$ cat config.mk
export PLATFORM = sky130hd
export DESIGN_NAME = isr_status_core
export DESIGN_NICKNAME = d
export VERILOG_FILES = /design/src/logic/isr_pkg.sv /design/src/logic/isr_evt_if.sv /design/src/logic/isr_evt_group.sv /design/src/logic/isr_status_core.sv
export SDC_FILE = /design/constraint.sdc
export NUM_CORES = 1
export LEC_CHECK = 0
export BUFFER_PORTS_ARGS = -buffer_cell sky130_fd_sc_hd__buf_2
export CORE_ASPECT_RATIO = 0.9
export CORE_MARGIN = 4
export CORE_UTILIZATION = 54
export DETAILED_ROUTE_END_ITERATION = 8
export GPL_TIMING_DRIVEN = 1
export PLACE_DENSITY = 0.87
export RECOVER_POWER = 50
export SLEW_MARGIN = 20
export SYNTH_ARGS = -nofsm -noshare
export SYNTH_HDL_FRONTEND = slang
export SYNTH_SLANG_ARGS = --single-unit
$ cat constraint.sdc
create_clock -name mclk -period 2.1 [get_ports mclk]
set_input_delay 0.315 -clock mclk [delete_from_list [all_inputs] [get_ports mclk]]
set_output_delay 0.315 -clock mclk [all_outputs]
set_load 0.01 [all_outputs]
$ cat src/logic/isr_pkg.sv
// Constants and command codes for the instrument status reporting block.
// Assumes a single clock domain and a command parser that issues one decoded command at a time.
package isr_pkg;

	// Widths of the status structures.
	localparam int SB_W   = 8;
	localparam int ESR_W  = 8;
	localparam int OPER_W = 16;
	localparam int RSP_W  = 16;

	// Status byte bit positions.
	localparam int SB_OPER = 7;
	localparam int SB_RQS  = 6;
	localparam int SB_ESB  = 5;
	localparam int SB_MAV  = 4;
	localparam int SB_QUES = 3;
	localparam int SB_MSG  = 2;

	// Standard event status bit positions.
	localparam int ESR_PON = 7;
	localparam int ESR_URQ = 6;
	localparam int ESR_CME = 5;
	localparam int ESR_EXE = 4;
	localparam int ESR_DDE = 3;
	localparam int ESR_QYE = 2;
	localparam int ESR_RQC = 1;
	localparam int ESR_OPC = 0;

	// Operation condition and event bit positions.
	localparam int OPER_CAL  = 0;
	localparam int OPER_MEAS = 4;

	// Reset values and implemented-bit masks.
	localparam logic [SB_W-1:0]   SB_RST        = 8'h00;
	localparam logic [SB_W-1:0]   SRE_RST       = 8'h00;
	localparam logic [SB_W-1:0]   SRE_WR_MASK   = 8'hBF;
	localparam logic [ESR_W-1:0]  ESE_RST       = 8'h00;
	localparam logic [ESR_W-1:0]  ESR_RST       = 8'h00;
	localparam logic [ESR_W-1:0]  ESR_USED      = 8'hBD;
	localparam logic [OPER_W-1:0] OPER_ENA_RST  = 16'h0000;
	localparam logic [OPER_W-1:0] OPER_EVT_RST  = 16'h0000;
	localparam logic [OPER_W-1:0] OPER_USED     = 16'h0011;
	localparam logic [RSP_W-1:0]  RSP_RST       = 16'h0000;

	// Decoded commands handed over by the parser.
	typedef enum logic [3:0] {
		ISR_CMD_NONE      = 4'h0,
		ISR_CMD_CLS       = 4'h1,
		ISR_CMD_ESE_SET   = 4'h2,
		ISR_CMD_ESE_QRY   = 4'h3,
		ISR_CMD_ESR_QRY   = 4'h4,
		ISR_CMD_SRE_SET   = 4'h5,
		ISR_CMD_SRE_QRY   = 4'h6,
		ISR_CMD_STB_QRY   = 4'h7,
		ISR_CMD_OCOND_QRY = 4'h8,
		ISR_CMD_OEVT_QRY  = 4'h9,
		ISR_CMD_OENA_SET  = 4'hA,
		ISR_CMD_OENA_QRY  = 4'hB
	} isr_cmd_t;

endpackage

$ cat src/logic/isr_evt_if.sv
// Link between the status core and one event register group.
// Assumes both ends run on the same clock.
`timescale 1ns/10ps
interface isr_evt_if #(
	parameter int W = 8
);
	logic [W-1:0] set;
	logic         clr;
	logic         mask_wr;
	logic [W-1:0] mask_wr_data;
	logic [W-1:0] evt;
	logic [W-1:0] mask;
	logic         summary;

	modport ctl (
		output set,
		output clr,
		output mask_wr,
		output mask_wr_data,
		input  evt,
		input  mask,
		input  summary
	);

	modport grp (
		input  set,
		input  clr,
		input  mask_wr,
		input  mask_wr_data,
		output evt,
		output mask,
		output summary
	);
endinterface

$ cat src/logic/isr_evt_group.sv
// One sticky event register with its enable mask and masked summary.
// Assumes set and clear requests come from logic on the same clock.
`timescale 1ns/10ps
module isr_evt_group #(
	parameter int           W        = 8,
	parameter logic [W-1:0] USED     = '1,
	parameter logic [W-1:0] EVT_RST  = '0,
	parameter logic [W-1:0] MASK_RST = '0
) (
	input  wire logic mclk,
	input  wire logic sys_rst,
	isr_evt_if.grp    bus
);

	typedef struct packed {
		logic [W-1:0] evt;
		logic [W-1:0] mask;
		logic         summary;
	} isr_grp_state_t;

	isr_grp_state_t state;
	isr_grp_state_t next_state;

	always_comb begin
		next_state = state;
		// A set arriving with the clear survives it.
		next_state.evt = ((bus.clr ? '0 : state.evt) | bus.set) & USED;
		if (bus.mask_wr) begin
			next_state.mask = bus.mask_wr_data;
		end
		next_state.summary = |(next_state.evt & next_state.mask);
	end

	always_ff @(posedge mclk) begin
		if (sys_rst) begin
			state <= '{evt: EVT_RST, mask: MASK_RST, summary: 1'b0};
		end else begin
			state <= next_state;
		end
	end

	assign bus.evt     = state.evt;
	assign bus.mask    = state.mask;
	assign bus.summary = state.summary;

endmodule

$ cat src/logic/isr_status_core.sv
// Status byte, service request and standard event status for a remote instrument.
// Assumes a command parser on mclk hands over one decoded command per cycle and
// that all event and condition inputs come from logic on the same clock.
`timescale 1ns/10ps

// What this block does
// - Status byte bit 7 is high while any operation is running.
// - Status query and serial poll return the same byte, differing only in bit 6.
// - Bit 6 is set when service request mask ANDed with status byte is nonzero.
// - Status byte bit 4 follows message available from the output queue.
// - Status byte bits 3, 1 and 0 always read zero.
// - Status byte bit 2 is high while new error or status messages wait.
// - Bit 5 is set when event mask ANDed with event status is nonzero.
// - Event bit 7 is set after power up and held until the register is read or status is cleared.
// - Event bit 5 is set on syntax error or trigger inside a message.
// - Event bit 4 is set on an out of range or impossible parameter.
// - Event bit 3 is set while the encoded message register is nonzero.
// - Event bit 2 is set on reading an empty output buffer or lost data.
// - Event bit 0 is set when pending operations finish after operation complete.
// - The service request mask is written by command and read back by query.
// - The event status mask is written by command and read back by query.
// - A 16-bit operation condition: bit 0 calibrating, bit 4 measuring.
// - A 16-bit operation event register latches events at the condition bit positions.
// - Operation event bit 0 on calibration done, bit 4 on single shot done.
// - Unused operation condition and event bits read as zero.
// - Clear status empties the event status register and operation events.
// - Writing the service request mask ignores bit 6.
module isr_status_core (
	input  wire logic                        mclk,
	input  wire logic                        sys_rst,
	input  wire logic                        cmd_valid,
	input  wire isr_pkg::isr_cmd_t           cmd_code,
	input  wire logic [isr_pkg::RSP_W-1:0]   cmd_data,
	output logic                             rsp_valid,
	output logic [isr_pkg::RSP_W-1:0]        rsp_data,
	input  wire logic                        spoll_req,
	output logic                             spoll_valid,
	output logic [isr_pkg::SB_W-1:0]         spoll_byte,
	output logic                             srq,
	output logic [isr_pkg::SB_W-1:0]         status_byte,
	input  wire logic                        msg_avail,
	input  wire logic                        err_queue_nonempty,
	input  wire logic                        cmd_err,
	input  wire logic                        exec_err,
	input  wire logic                        enc_msg_nonzero,
	input  wire logic                        query_err,
	input  wire logic                        opc_done,
	input  wire logic                        cal_active,
	input  wire logic                        meas_active,
	input  wire logic                        single_shot_done
);

	typedef struct packed {
		logic                        rsp_valid;
		logic [isr_pkg::RSP_W-1:0]   rsp_data;
		logic                        spoll_valid;
		logic [isr_pkg::SB_W-1:0]    spoll_byte;
		logic [isr_pkg::SB_W-1:0]    status_byte;
		logic [isr_pkg::SB_W-1:0]    sre;
		logic                        rqs;
		logic                        mss_d;
		logic                        pon_pend;
		logic                        cal_d;
		logic [isr_pkg::OPER_W-1:0]  cond;
	} isr_core_state_t;

	isr_core_state_t state;
	isr_core_state_t next_state;

	isr_evt_if #(.W(isr_pkg::ESR_W))  esr_if ();
	isr_evt_if #(.W(isr_pkg::OPER_W)) oper_if ();

	isr_evt_group #(
		.W        (isr_pkg::ESR_W),
		.USED     (isr_pkg::ESR_USED),
		.EVT_RST  (isr_pkg::ESR_RST),
		.MASK_RST (isr_pkg::ESE_RST)
	) u_esr (
		.mclk    (mclk),
		.sys_rst (sys_rst),
		.bus     (esr_if)
	);

	isr_evt_group #(
		.W        (isr_pkg::OPER_W),
		.USED     (isr_pkg::OPER_USED),
		.EVT_RST  (isr_pkg::OPER_EVT_RST),
		.MASK_RST (isr_pkg::OPER_ENA_RST)
	) u_oper (
		.mclk    (mclk),
		.sys_rst (sys_rst),
		.bus     (oper_if)
	);

	logic                       take;
	logic                       cal_done;
	logic [isr_pkg::SB_W-1:0]   sb_base;
	logic                       mss;

	assign take = cmd_valid;

	// Calibration completion is the falling edge of the calibrating condition.
	assign cal_done = state.cal_d & ~state.cond[isr_pkg::OPER_CAL];

	// Standard event inputs and the mask written by command.
	always_comb begin
		esr_if.set                   = '0;
		esr_if.set[isr_pkg::ESR_PON] = state.pon_pend;
		esr_if.set[isr_pkg::ESR_CME] = cmd_err;
		esr_if.set[isr_pkg::ESR_EXE] = exec_err;
		esr_if.set[isr_pkg::ESR_DDE] = enc_msg_nonzero;
		esr_if.set[isr_pkg::ESR_QYE] = query_err;
		esr_if.set[isr_pkg::ESR_OPC] = opc_done;
		esr_if.clr = take && (cmd_code == isr_pkg::ISR_CMD_ESR_QRY ||
			cmd_code == isr_pkg::ISR_CMD_CLS);
		esr_if.mask_wr      = take && cmd_code == isr_pkg::ISR_CMD_ESE_SET;
		esr_if.mask_wr_data = cmd_data[isr_pkg::ESR_W-1:0];
	end

	// Operation event inputs, one bit per condition bit.
	always_comb begin
		oper_if.set                     = '0;
		oper_if.set[isr_pkg::OPER_CAL]  = cal_done;
		oper_if.set[isr_pkg::OPER_MEAS] = single_shot_done;
		oper_if.clr = take && (cmd_code == isr_pkg::ISR_CMD_OEVT_QRY ||
			cmd_code == isr_pkg::ISR_CMD_CLS);
		oper_if.mask_wr      = take && cmd_code == isr_pkg::ISR_CMD_OENA_SET;
		oper_if.mask_wr_data = cmd_data;
	end

	// Status byte without bit 6; the undefined bits stay zero.
	always_comb begin
		sb_base                  = isr_pkg::SB_RST;
		sb_base[isr_pkg::SB_OPER] = (|state.cond) | oper_if.summary;
		sb_base[isr_pkg::SB_ESB]  = esr_if.summary;
		sb_base[isr_pkg::SB_MAV]  = msg_avail;
		sb_base[isr_pkg::SB_MSG]  = err_queue_nonempty;
	end

	// Master summary from the enabled bits of the status byte.
	assign mss = |(sb_base & state.sre);

	always_comb begin
		next_state = state;
		next_state.rsp_valid   = 1'b0;
		next_state.spoll_valid = 1'b0;
		next_state.pon_pend    = 1'b0;

		// Condition register follows the running operations, unaffected by reads.
		next_state.cond                    = '0;
		next_state.cond[isr_pkg::OPER_CAL]  = cal_active;
		next_state.cond[isr_pkg::OPER_MEAS] = meas_active;
		next_state.cal_d                   = state.cond[isr_pkg::OPER_CAL];

		next_state.status_byte = sb_base;
		next_state.status_byte[isr_pkg::SB_RQS] = mss;
		next_state.mss_d = mss;

		// A serial poll clears the request, but a new request in that cycle wins.
		if (spoll_req) begin
			next_state.spoll_valid = 1'b1;
			next_state.spoll_byte  = state.status_byte;
			next_state.spoll_byte[isr_pkg::SB_RQS] = state.rqs;
			next_state.rqs = 1'b0;
		end

		if (take) begin
			case (cmd_code)
				isr_pkg::ISR_CMD_SRE_SET: begin
					next_state.sre = cmd_data[isr_pkg::SB_W-1:0] & isr_pkg::SRE_WR_MASK;
				end
				isr_pkg::ISR_CMD_SRE_QRY: begin
					next_state.rsp_valid = 1'b1;
					next_state.rsp_data  = {8'h00, state.sre};
				end
				isr_pkg::ISR_CMD_ESE_QRY: begin
					next_state.rsp_valid = 1'b1;
					next_state.rsp_data  = {8'h00, esr_if.mask};
				end
				isr_pkg::ISR_CMD_ESR_QRY: begin
					next_state.rsp_valid = 1'b1;
					next_state.rsp_data  = {8'h00, esr_if.evt};
				end
				isr_pkg::ISR_CMD_STB_QRY: begin
					next_state.rsp_valid = 1'b1;
					next_state.rsp_data  = {8'h00, state.status_byte};
				end
				isr_pkg::ISR_CMD_OCOND_QRY: begin
					next_state.rsp_valid = 1'b1;
					next_state.rsp_data  = state.cond;
				end
				isr_pkg::ISR_CMD_OEVT_QRY: begin
					next_state.rsp_valid = 1'b1;
					next_state.rsp_data  = oper_if.evt;
				end
				isr_pkg::ISR_CMD_OENA_QRY: begin
					next_state.rsp_valid = 1'b1;
					next_state.rsp_data  = oper_if.mask;
				end
				isr_pkg::ISR_CMD_CLS: begin
					// Event registers are cleared in their groups; a pending request is dropped.
					next_state.rqs = 1'b0;
				end
				default: begin
					next_state.rsp_valid = 1'b0;
				end
			endcase
		end

		// A rising master summary comes last so it outlives a poll or clear status.
		if (mss && !state.mss_d) begin
			next_state.rqs = 1'b1;
		end
	end

	always_ff @(posedge mclk) begin
		if (sys_rst) begin
			state <= '{
				rsp_valid:   1'b0,
				rsp_data:    isr_pkg::RSP_RST,
				spoll_valid: 1'b0,
				spoll_byte:  isr_pkg::SB_RST,
				status_byte: isr_pkg::SB_RST,
				sre:         isr_pkg::SRE_RST,
				rqs:         1'b0,
				mss_d:       1'b0,
				pon_pend:    1'b1,
				cal_d:       1'b0,
				cond:        isr_pkg::OPER_EVT_RST
			};
		end else begin
			state <= next_state;
		end
	end

	assign rsp_valid   = state.rsp_valid;
	assign rsp_data    = state.rsp_data;
	assign spoll_valid = state.spoll_valid;
	assign spoll_byte  = state.spoll_byte;
	assign srq         = state.rqs;
	assign status_byte = state.status_byte;

endmodule

==> results of run 1 <==
==> layout make-up <==
type	instances	area [sq um]	share of cell area
Tap cell	70	87.58	0.02471
Clock buffer	10	127.6	0.03600
Clock inverter	6	43.79	0.01235
Timing Repair Buffer	74	371.6	0.1048
Multi-Input combinational cell	227	1418	0.3999
Inverter	4	15.01	0.004236
Sequential cell	74	1481	0.4179
==> sequential cells by signal (all words and copies together) (netlist names) <==
name / cells
u_oper.bus.mask: 16
u_oper.bus.summary: 1
u_oper.bus.evt: 2
state: 9
next_state: 1
esr_if.set: 1
spoll_byte: 5
rsp_data: 16
u_esr.bus.mask: 8
spoll_valid: 1
u_esr.bus.summary: 1
u_esr.bus.evt: 6
srq: 1
rsp_valid: 1
status_byte: 5
==> per-stage QoR <==
step,total power [W],util,hold slack [ns]
detailed placement,0.001782,0.5930,0.4510
global route,0.002800,0.6156,0.1570
global placement,0.001771,0.5930,0.4377
floorplan,0.001699,-,0.3427
finish,0.002689,0.6156,0.1714
CTS,0.002721,0.6228,0.1556
==> layer usage <==
layer | track usage | vias to the layer above | share of wire
li1 | - | 1254 | -
met1 | 0.2593 | 1232 | 0.42
met2 | 0.3523 | 77 | 0.50
met3 | 0.04213 | 13 | 0.058
met4 | 0.1131 | 0 | 0.020
met5 | 0 | - | 0
==> kinds of logic after synthesis <==
logic type / Yosys count / synth area share
AO/OA/AOI/OAI: 69 / 0.1539
XOR/XNOR: 1 / 0.005026
buffers and inverters: 55 / 0.1102
flip-flops: 74 / 0.4577
multiplexers: 28 / 0.08697
other: 1 / 0.001159
AND/OR/NAND/NOR: 123 / 0.1852
==> cells in the final DEF, fill, tap and decap left out, types with 2 or more instances in the layout <==
cell        Yosys  layout
nand3_1         3       3
clkinvlp_4      0       4
a32oi_1         3       3
inv_1           4       4
clkbuf_1        7      20
buf_4          34      10
buf_2           6      44
a21oi_1        24      24
clkbuf_8        0       9
mux2i_1        27      27
o22ai_1         8       8
dfxtp_1        74      74
and2b_1         2       2
nand2b_1        4       4
o21ai_0         3       3
a22oi_1         5       5
nor3_1          8       8
o2bb2ai_1       3       3
conb_1          1       6
nor2_1         44      44
a22o_1          8       8
nor2b_1        12      12
nand2_1        38      38
==> worst max path at each step <==
stage	to	slack, ns	cells past startpoint
6_report	u_esr.bus.summary	0.40	6
5_1_grt	u_esr.bus.summary	0.25	6
4_1_cts	u_esr.bus.summary	0.41	6
3_5_place_dp	u_esr.bus.summary	0.03	6
3_3_place_gp	u_esr.bus.summary	0.17	6
2_1_floorplan	u_esr.bus.summary	0.35	7
==> power breakdown <==
group | switching, W | total [W] | internal, W
Combinational | 0.000168 | 0.000277 | 0.000109
Sequential | 0.0000236 | 0.00147 | 0.00144
Clock | 0.000517 | 0.000945 | 0.000428
Total | 0.000708 | 0.00269 | 0.00198
==> worst register-to-register path: cells and delay by family, from the launching register on <==
kind            cells  cell delay (ns)
compound gates      3             0.70
flops               1             0.33
mux                 1             0.26
simple gates        1             0.06
==> impl_metrics.tcl, run 1 <==
set metrics [dict create \
    outcome "finished, final reports clean" \
    hold_start "cal_active" \
    synth_seq_cells 74 \
    r2r_cells 5 \
    rows 26 \
    hold_viol_final 0 \
    synthTopCellsByCount "74 x dfxtp_1, 44 x nor2_1, 38 x nand2_1, 34 x buf_4, 27 x mux2i_1" \
    n_antenna_cell 0 \
    drt_iter0_markers 205 \
    fp.dieH_microns 81.45 \
    port_buffers 62 \
    clock_sinks 74 \
    cts.repair.resized 0 \
    synth_top_area_cell "dfxtp_1" \
    drt_wl_total_mm 7.184 \
    ios 69 \
    hold_path.class "input port to register" \
    crit_chain "buf_2 -> nor4bb_4 -> and2b_1 -> mux2i_1 -> o22ai_1 -> o31a_1" \
    postCtsHoldBufs 0 \
    synth.top_cells.by_area "dfxtp_1 46%, mux2i_1 8.3%, buf_4 7.9%" \
    drv_slew 0 \
    timing.rr.end "rsp_data[4]" \
    cts_tree "yes" \
    worst_slack_ns 0.3993 \
    synthArstFlopShare 0 \
    drv_cap 0 \
    min_to "next_state[16]" \
    hold_depth 2 \
    final_cell_count_no_fill 465 \
    crit_type "input port to register" \
    cp-start-kind "input port" \
    cp-end-kind "register" \
    area_growth_pct 9.509 \
    syn_area_per_cell_sq_um 9.222 \
    clk_path_buf_depth 2 \
    p_leak_nw 1.454 \
    grt_pass1_wl_mm 11.81 \
    place_area_sq_um 3415 \
    cp-startpoint "cmd_code[1]" \
    clk_pin_slew_ns 0.08 \
    clock_skew_ns 0.005668 \
    vias_per_cell 5.540 \
    ff2ff_setup_slack_ns 0.65 \
    cts_setup_buffers 0 \
    gr-total-overflow 0 \
    max_freq_ghz 0.5880 \
    r2r_start "status_byte[4]" \
    slew_headroom 0.2858 \
    worstPathBufferInverterCount 1 \
    grt_pass1_vias 2517 \
    ys_warn_count 0 \
    fillers 488 \
    start_util 0.5621 \
    critPathRequiredTime_ns 2.34 \
    fp.dieArea_sq_um 7299 \
    rsz0062_at_grt "false" \
    fin_crit_ns 1.701 \
    h-tree-depth 3 \
    synth_top_flop_cell "dfxtp_1" \
    antenna_found_initial 0 \
    die_w_microns 89.61 \
    grtUsageTotal 0.2127 \
    path_max_fanout 7 \
    final.setup.tns_ns 0 \
    fin_crit_sh 0.8099 \
    synth.most_common_cell "dfxtp_1" \
    nets 424 \
    vias 2576 \
    clkLatencyLatePin_ns 0.35 \
    place_inst 449 \
    grt_max_degree 59 \
    synth_seq_area_share 0.4577 \
    slowest_stage "and2b_1" \
    synth_cells 351 \
    dp_slack_ns 0.03438 \
    cts-buffers-inserted 9 \
    tightest_slew_ns 1.071 \
    cp_top_family "simple AND/OR/NAND/NOR gates" \
    place_congestion 0.8180 \
    stdcell_area_sq_um 3545 \
    cpPeakStageDelay_ns 0.40 \
    synth_enable_flop_cells 0 \
    crit_arrival_ns 1.94 \
    post-dp-hpwl_mm 5.419 \
    synth_area_sq_um 3237 \
    drcViolationCount 0 \
    powerDensity_nw_per_um2 758.7 \
    setup_violations 0 \
    yosys.area.top_type_share 0.4577 \
    core_sq_um 5758 \
    final_antenna_net_count 0 \
    drive_gt1_frac 0.2051 \
    drt-pass1-iter-count 4 \
    wire_per_inst_microns 15.45 \
    ys_types 52 \
    cts_root_buf "clkbuf_8" \
    irDropWorstVdd_v 0.0005013 \
]
Note: power is estimated with default switching activity, not from simulation.
==> run 2: changes to the inputs <==
ABC_AREA = 1   (was not set)
CORE_UTILIZATION = 49   (was 54)
PLACE_DENSITY = 0.84   (was 0.87)
clock period = 1.55 ns   (was 2.1 ns; I/O delays follow)
==> impl_metrics.tcl, run 2 <==
set metrics [dict create \
    path_common_cell "nand2_1" \
    critPathRequiredTime_ns 1.78 \
    drt_iter0_markers 154 \
    crit_arrival_ns 1.57 \
    clk_pin_slew_ns 0.08 \
    post-dp-hpwl_mm 6.121 \
    yosys.area.top_type_share 0.4492 \
    place_congestion 0.9765 \
    syn_area_per_cell_sq_um 7.395 \
    crit_type "input port to register" \
    synth.most_common_cell "dfxtp_1" \
    final_antenna_net_count 0 \
    mostFrequentLayoutCell "dfxtp_1" \
    h-tree-depth 3 \
    synth_area_sq_um 3298 \
    synth.top_cells.by_area "dfxtp_1 45%, nand2_1 8.0%, buf_4 7.3%" \
    slowest_stage "nor2_2" \
    cts_setup_buffers 0 \
    hold_path.class "input port to register" \
    drt_wl_total_mm 8.113 \
    fp.dieArea_sq_um 8109 \
    area_growth_pct 16.05 \
    fillers 617 \
    stdcell_area_sq_um 3827 \
    worstPathBufferInverterCount 2 \
    place_inst 589 \
    cts_tree "yes" \
    cp-start-kind "input port" \
    max_freq_ghz 0.7490 \
    fin_crit_ns 1.335 \
    ys_warn_count 0 \
    p_leak_nw 1.738 \
    clk_path_buf_depth 2 \
    synthArstFlopShare 0 \
    hold_viol_final 0 \
    cts-buffers-inserted 9 \
    drv_slew 0 \
    place_area_sq_um 3682 \
    drive_gt1_frac 0.2117 \
    grtUsageTotal 0.2085 \
    final_util 0.5842 \
    synth_cells 446 \
    cts.repair.resized 0 \
    clock_skew_ns 0.007276 \
    cpPeakStageDelay_ns 0.30 \
    port_buffers 62 \
    grt_max_degree 29 \
    drcViolationCount 0 \
    irDropWorstVdd_v 0.0006709 \
    crit_chain "buf_2 -> inv_1 -> nor2_2 -> nand3_1 -> nand3_1 -> nand2_1 -> nand2_1 -> nand2_1 -> nor2_1 -> a21oi_1" \
    rows 28 \
    nets 544 \
    core_sq_um 6551 \
    synth_top_area_cell "dfxtp_1" \
    vias_per_cell 4.932 \
    synth_seq_cells 74 \
    n_antenna_cell 0 \
    clock_sinks 74 \
    wire_per_inst_microns 13.41 \
    fp.dieH_microns 85.83 \
    dp_slack_ns -0.05908 \
    start_util 0.5034 \
    worst_slack_ns 0.2149 \
    fin_crit_sh 0.8614 \
    postCtsHoldBufs 0 \
    antenna_found_initial 0 \
    powerDensity_nw_per_um2 1003 \
    synth_seq_area_share 0.4492 \
    vias 2984 \
    cp_top_family "simple AND/OR/NAND/NOR gates" \
    outcome "finished, final reports clean" \
    grt_pass1_vias 2801 \
    cp-end-kind "register" \
    ys_types 30 \
    ios 69 \
    synth_top_flop_cell "dfxtp_1" \
    setup_violations 0 \
    die_w_microns 94.48 \
    drv_cap 0 \
    path_max_fanout 7 \
    final_cell_count_no_fill 605 \
    layout_common_cells "74 x dfxtp_1, 70 x nand2_1, 56 x inv_1, 46 x buf_2, 45 x nor2_1" \
    clkLatencyLatePin_ns 0.35 \
    synthTopCellsByCount "74 x dfxtp_1, 70 x nand2_1, 55 x inv_1, 44 x nor2_1" \
    rsz0062_at_grt "false" \
    drt-pass1-iter-count 5 \
    cts_root_buf "clkbuf_8" \
    total_power_w 0.003840 \
    gr-total-overflow 0 \
    grt_pass1_wl_mm 13.18 \
    synth_enable_flop_cells 0 \
]
-- run 2: cell count changes after synthesis, sizes merged, moves of 4 or more --
cell	change
a22o	-8
mux2i	-27
o22ai	-4
o21ai	+50
nor2b	-12
a22oi	-5
nand2	+37
nor3	-5
a21oi	+4
inv	+53
nand3	+40
nand2b	-4
-- run 2: worst paths after layout --
path / endpoint / slack (ns) / startpoint / cells past startpoint
max: u_esr.bus.summary / 0.21 / cmd_code[2] / 10
min: state[4] / 0.09 / meas_active / 3
max reg2reg: rsp_data[4] / 0.49 / u_esr.bus.evt[4] / 6
min reg2reg: state[21] / 0.46 / state[21] / 2
-- run 2: kinds of logic (layout without fill, tap and decap cells) --
| kind of cell | Yosys count | in the layout | share of synthesized area |
|---|---|---|---|
| flops | 74 | 74 | 0.4492 |
| simple gates | 173 | 173 | 0.2360 |
| buf+inv | 106 | 170 | 0.1639 |
| compound gates | 92 | 92 | 0.1498 |
| other cells | 1 | 6 | 0.001137 |
-- run 2: power breakdown --
part           internal [W]  total (W)  switching [W]
Clock              0.000746    0.00148       0.000734
Sequential          0.00195    0.00198      0.0000279
Combinational      0.000146   0.000379       0.000233
Total               0.00285    0.00384       0.000994
-- run 2: cell type report --
type	instances	area (sq um)	area share
clock buffer	10	127.6	0.03334
clock inverter	6	66.31	0.01733
inverter	59	222.7	0.05819
multi-input combinational	271	1287	0.3364
sequential	74	1481	0.3871
tap	90	112.6	0.02942
timing repair buffer	95	529.3	0.1383
-- run 2: tightest hold or removal path, cell delays in order --
cell and delay [ns]:
buf_2 0.10, inv_1 0.04, nor2_1 0.03
-- run 2: per-stage QoR --
step | setup TNS [ns] | hold WS [ns]
floorplan | 0 | 0.2602
global route | 0 | 0.09378
finish | 0 | 0.08607
global placement | -0.006257 | 0.4387
detailed placement | -0.3447 | 0.4421
CTS | 0 | 0.07808
-- run 2: metal layers --
metal | vias up | part of all wire | GRT usage
met5 | - | 0 | 0
met4 | 0 | 0.023 | 0.07995
met3 | 19 | 0.071 | 0.05789
met2 | 113 | 0.45 | 0.3177
met1 | 1337 | 0.45 | 0.2814
li1 | 1515 | - | -
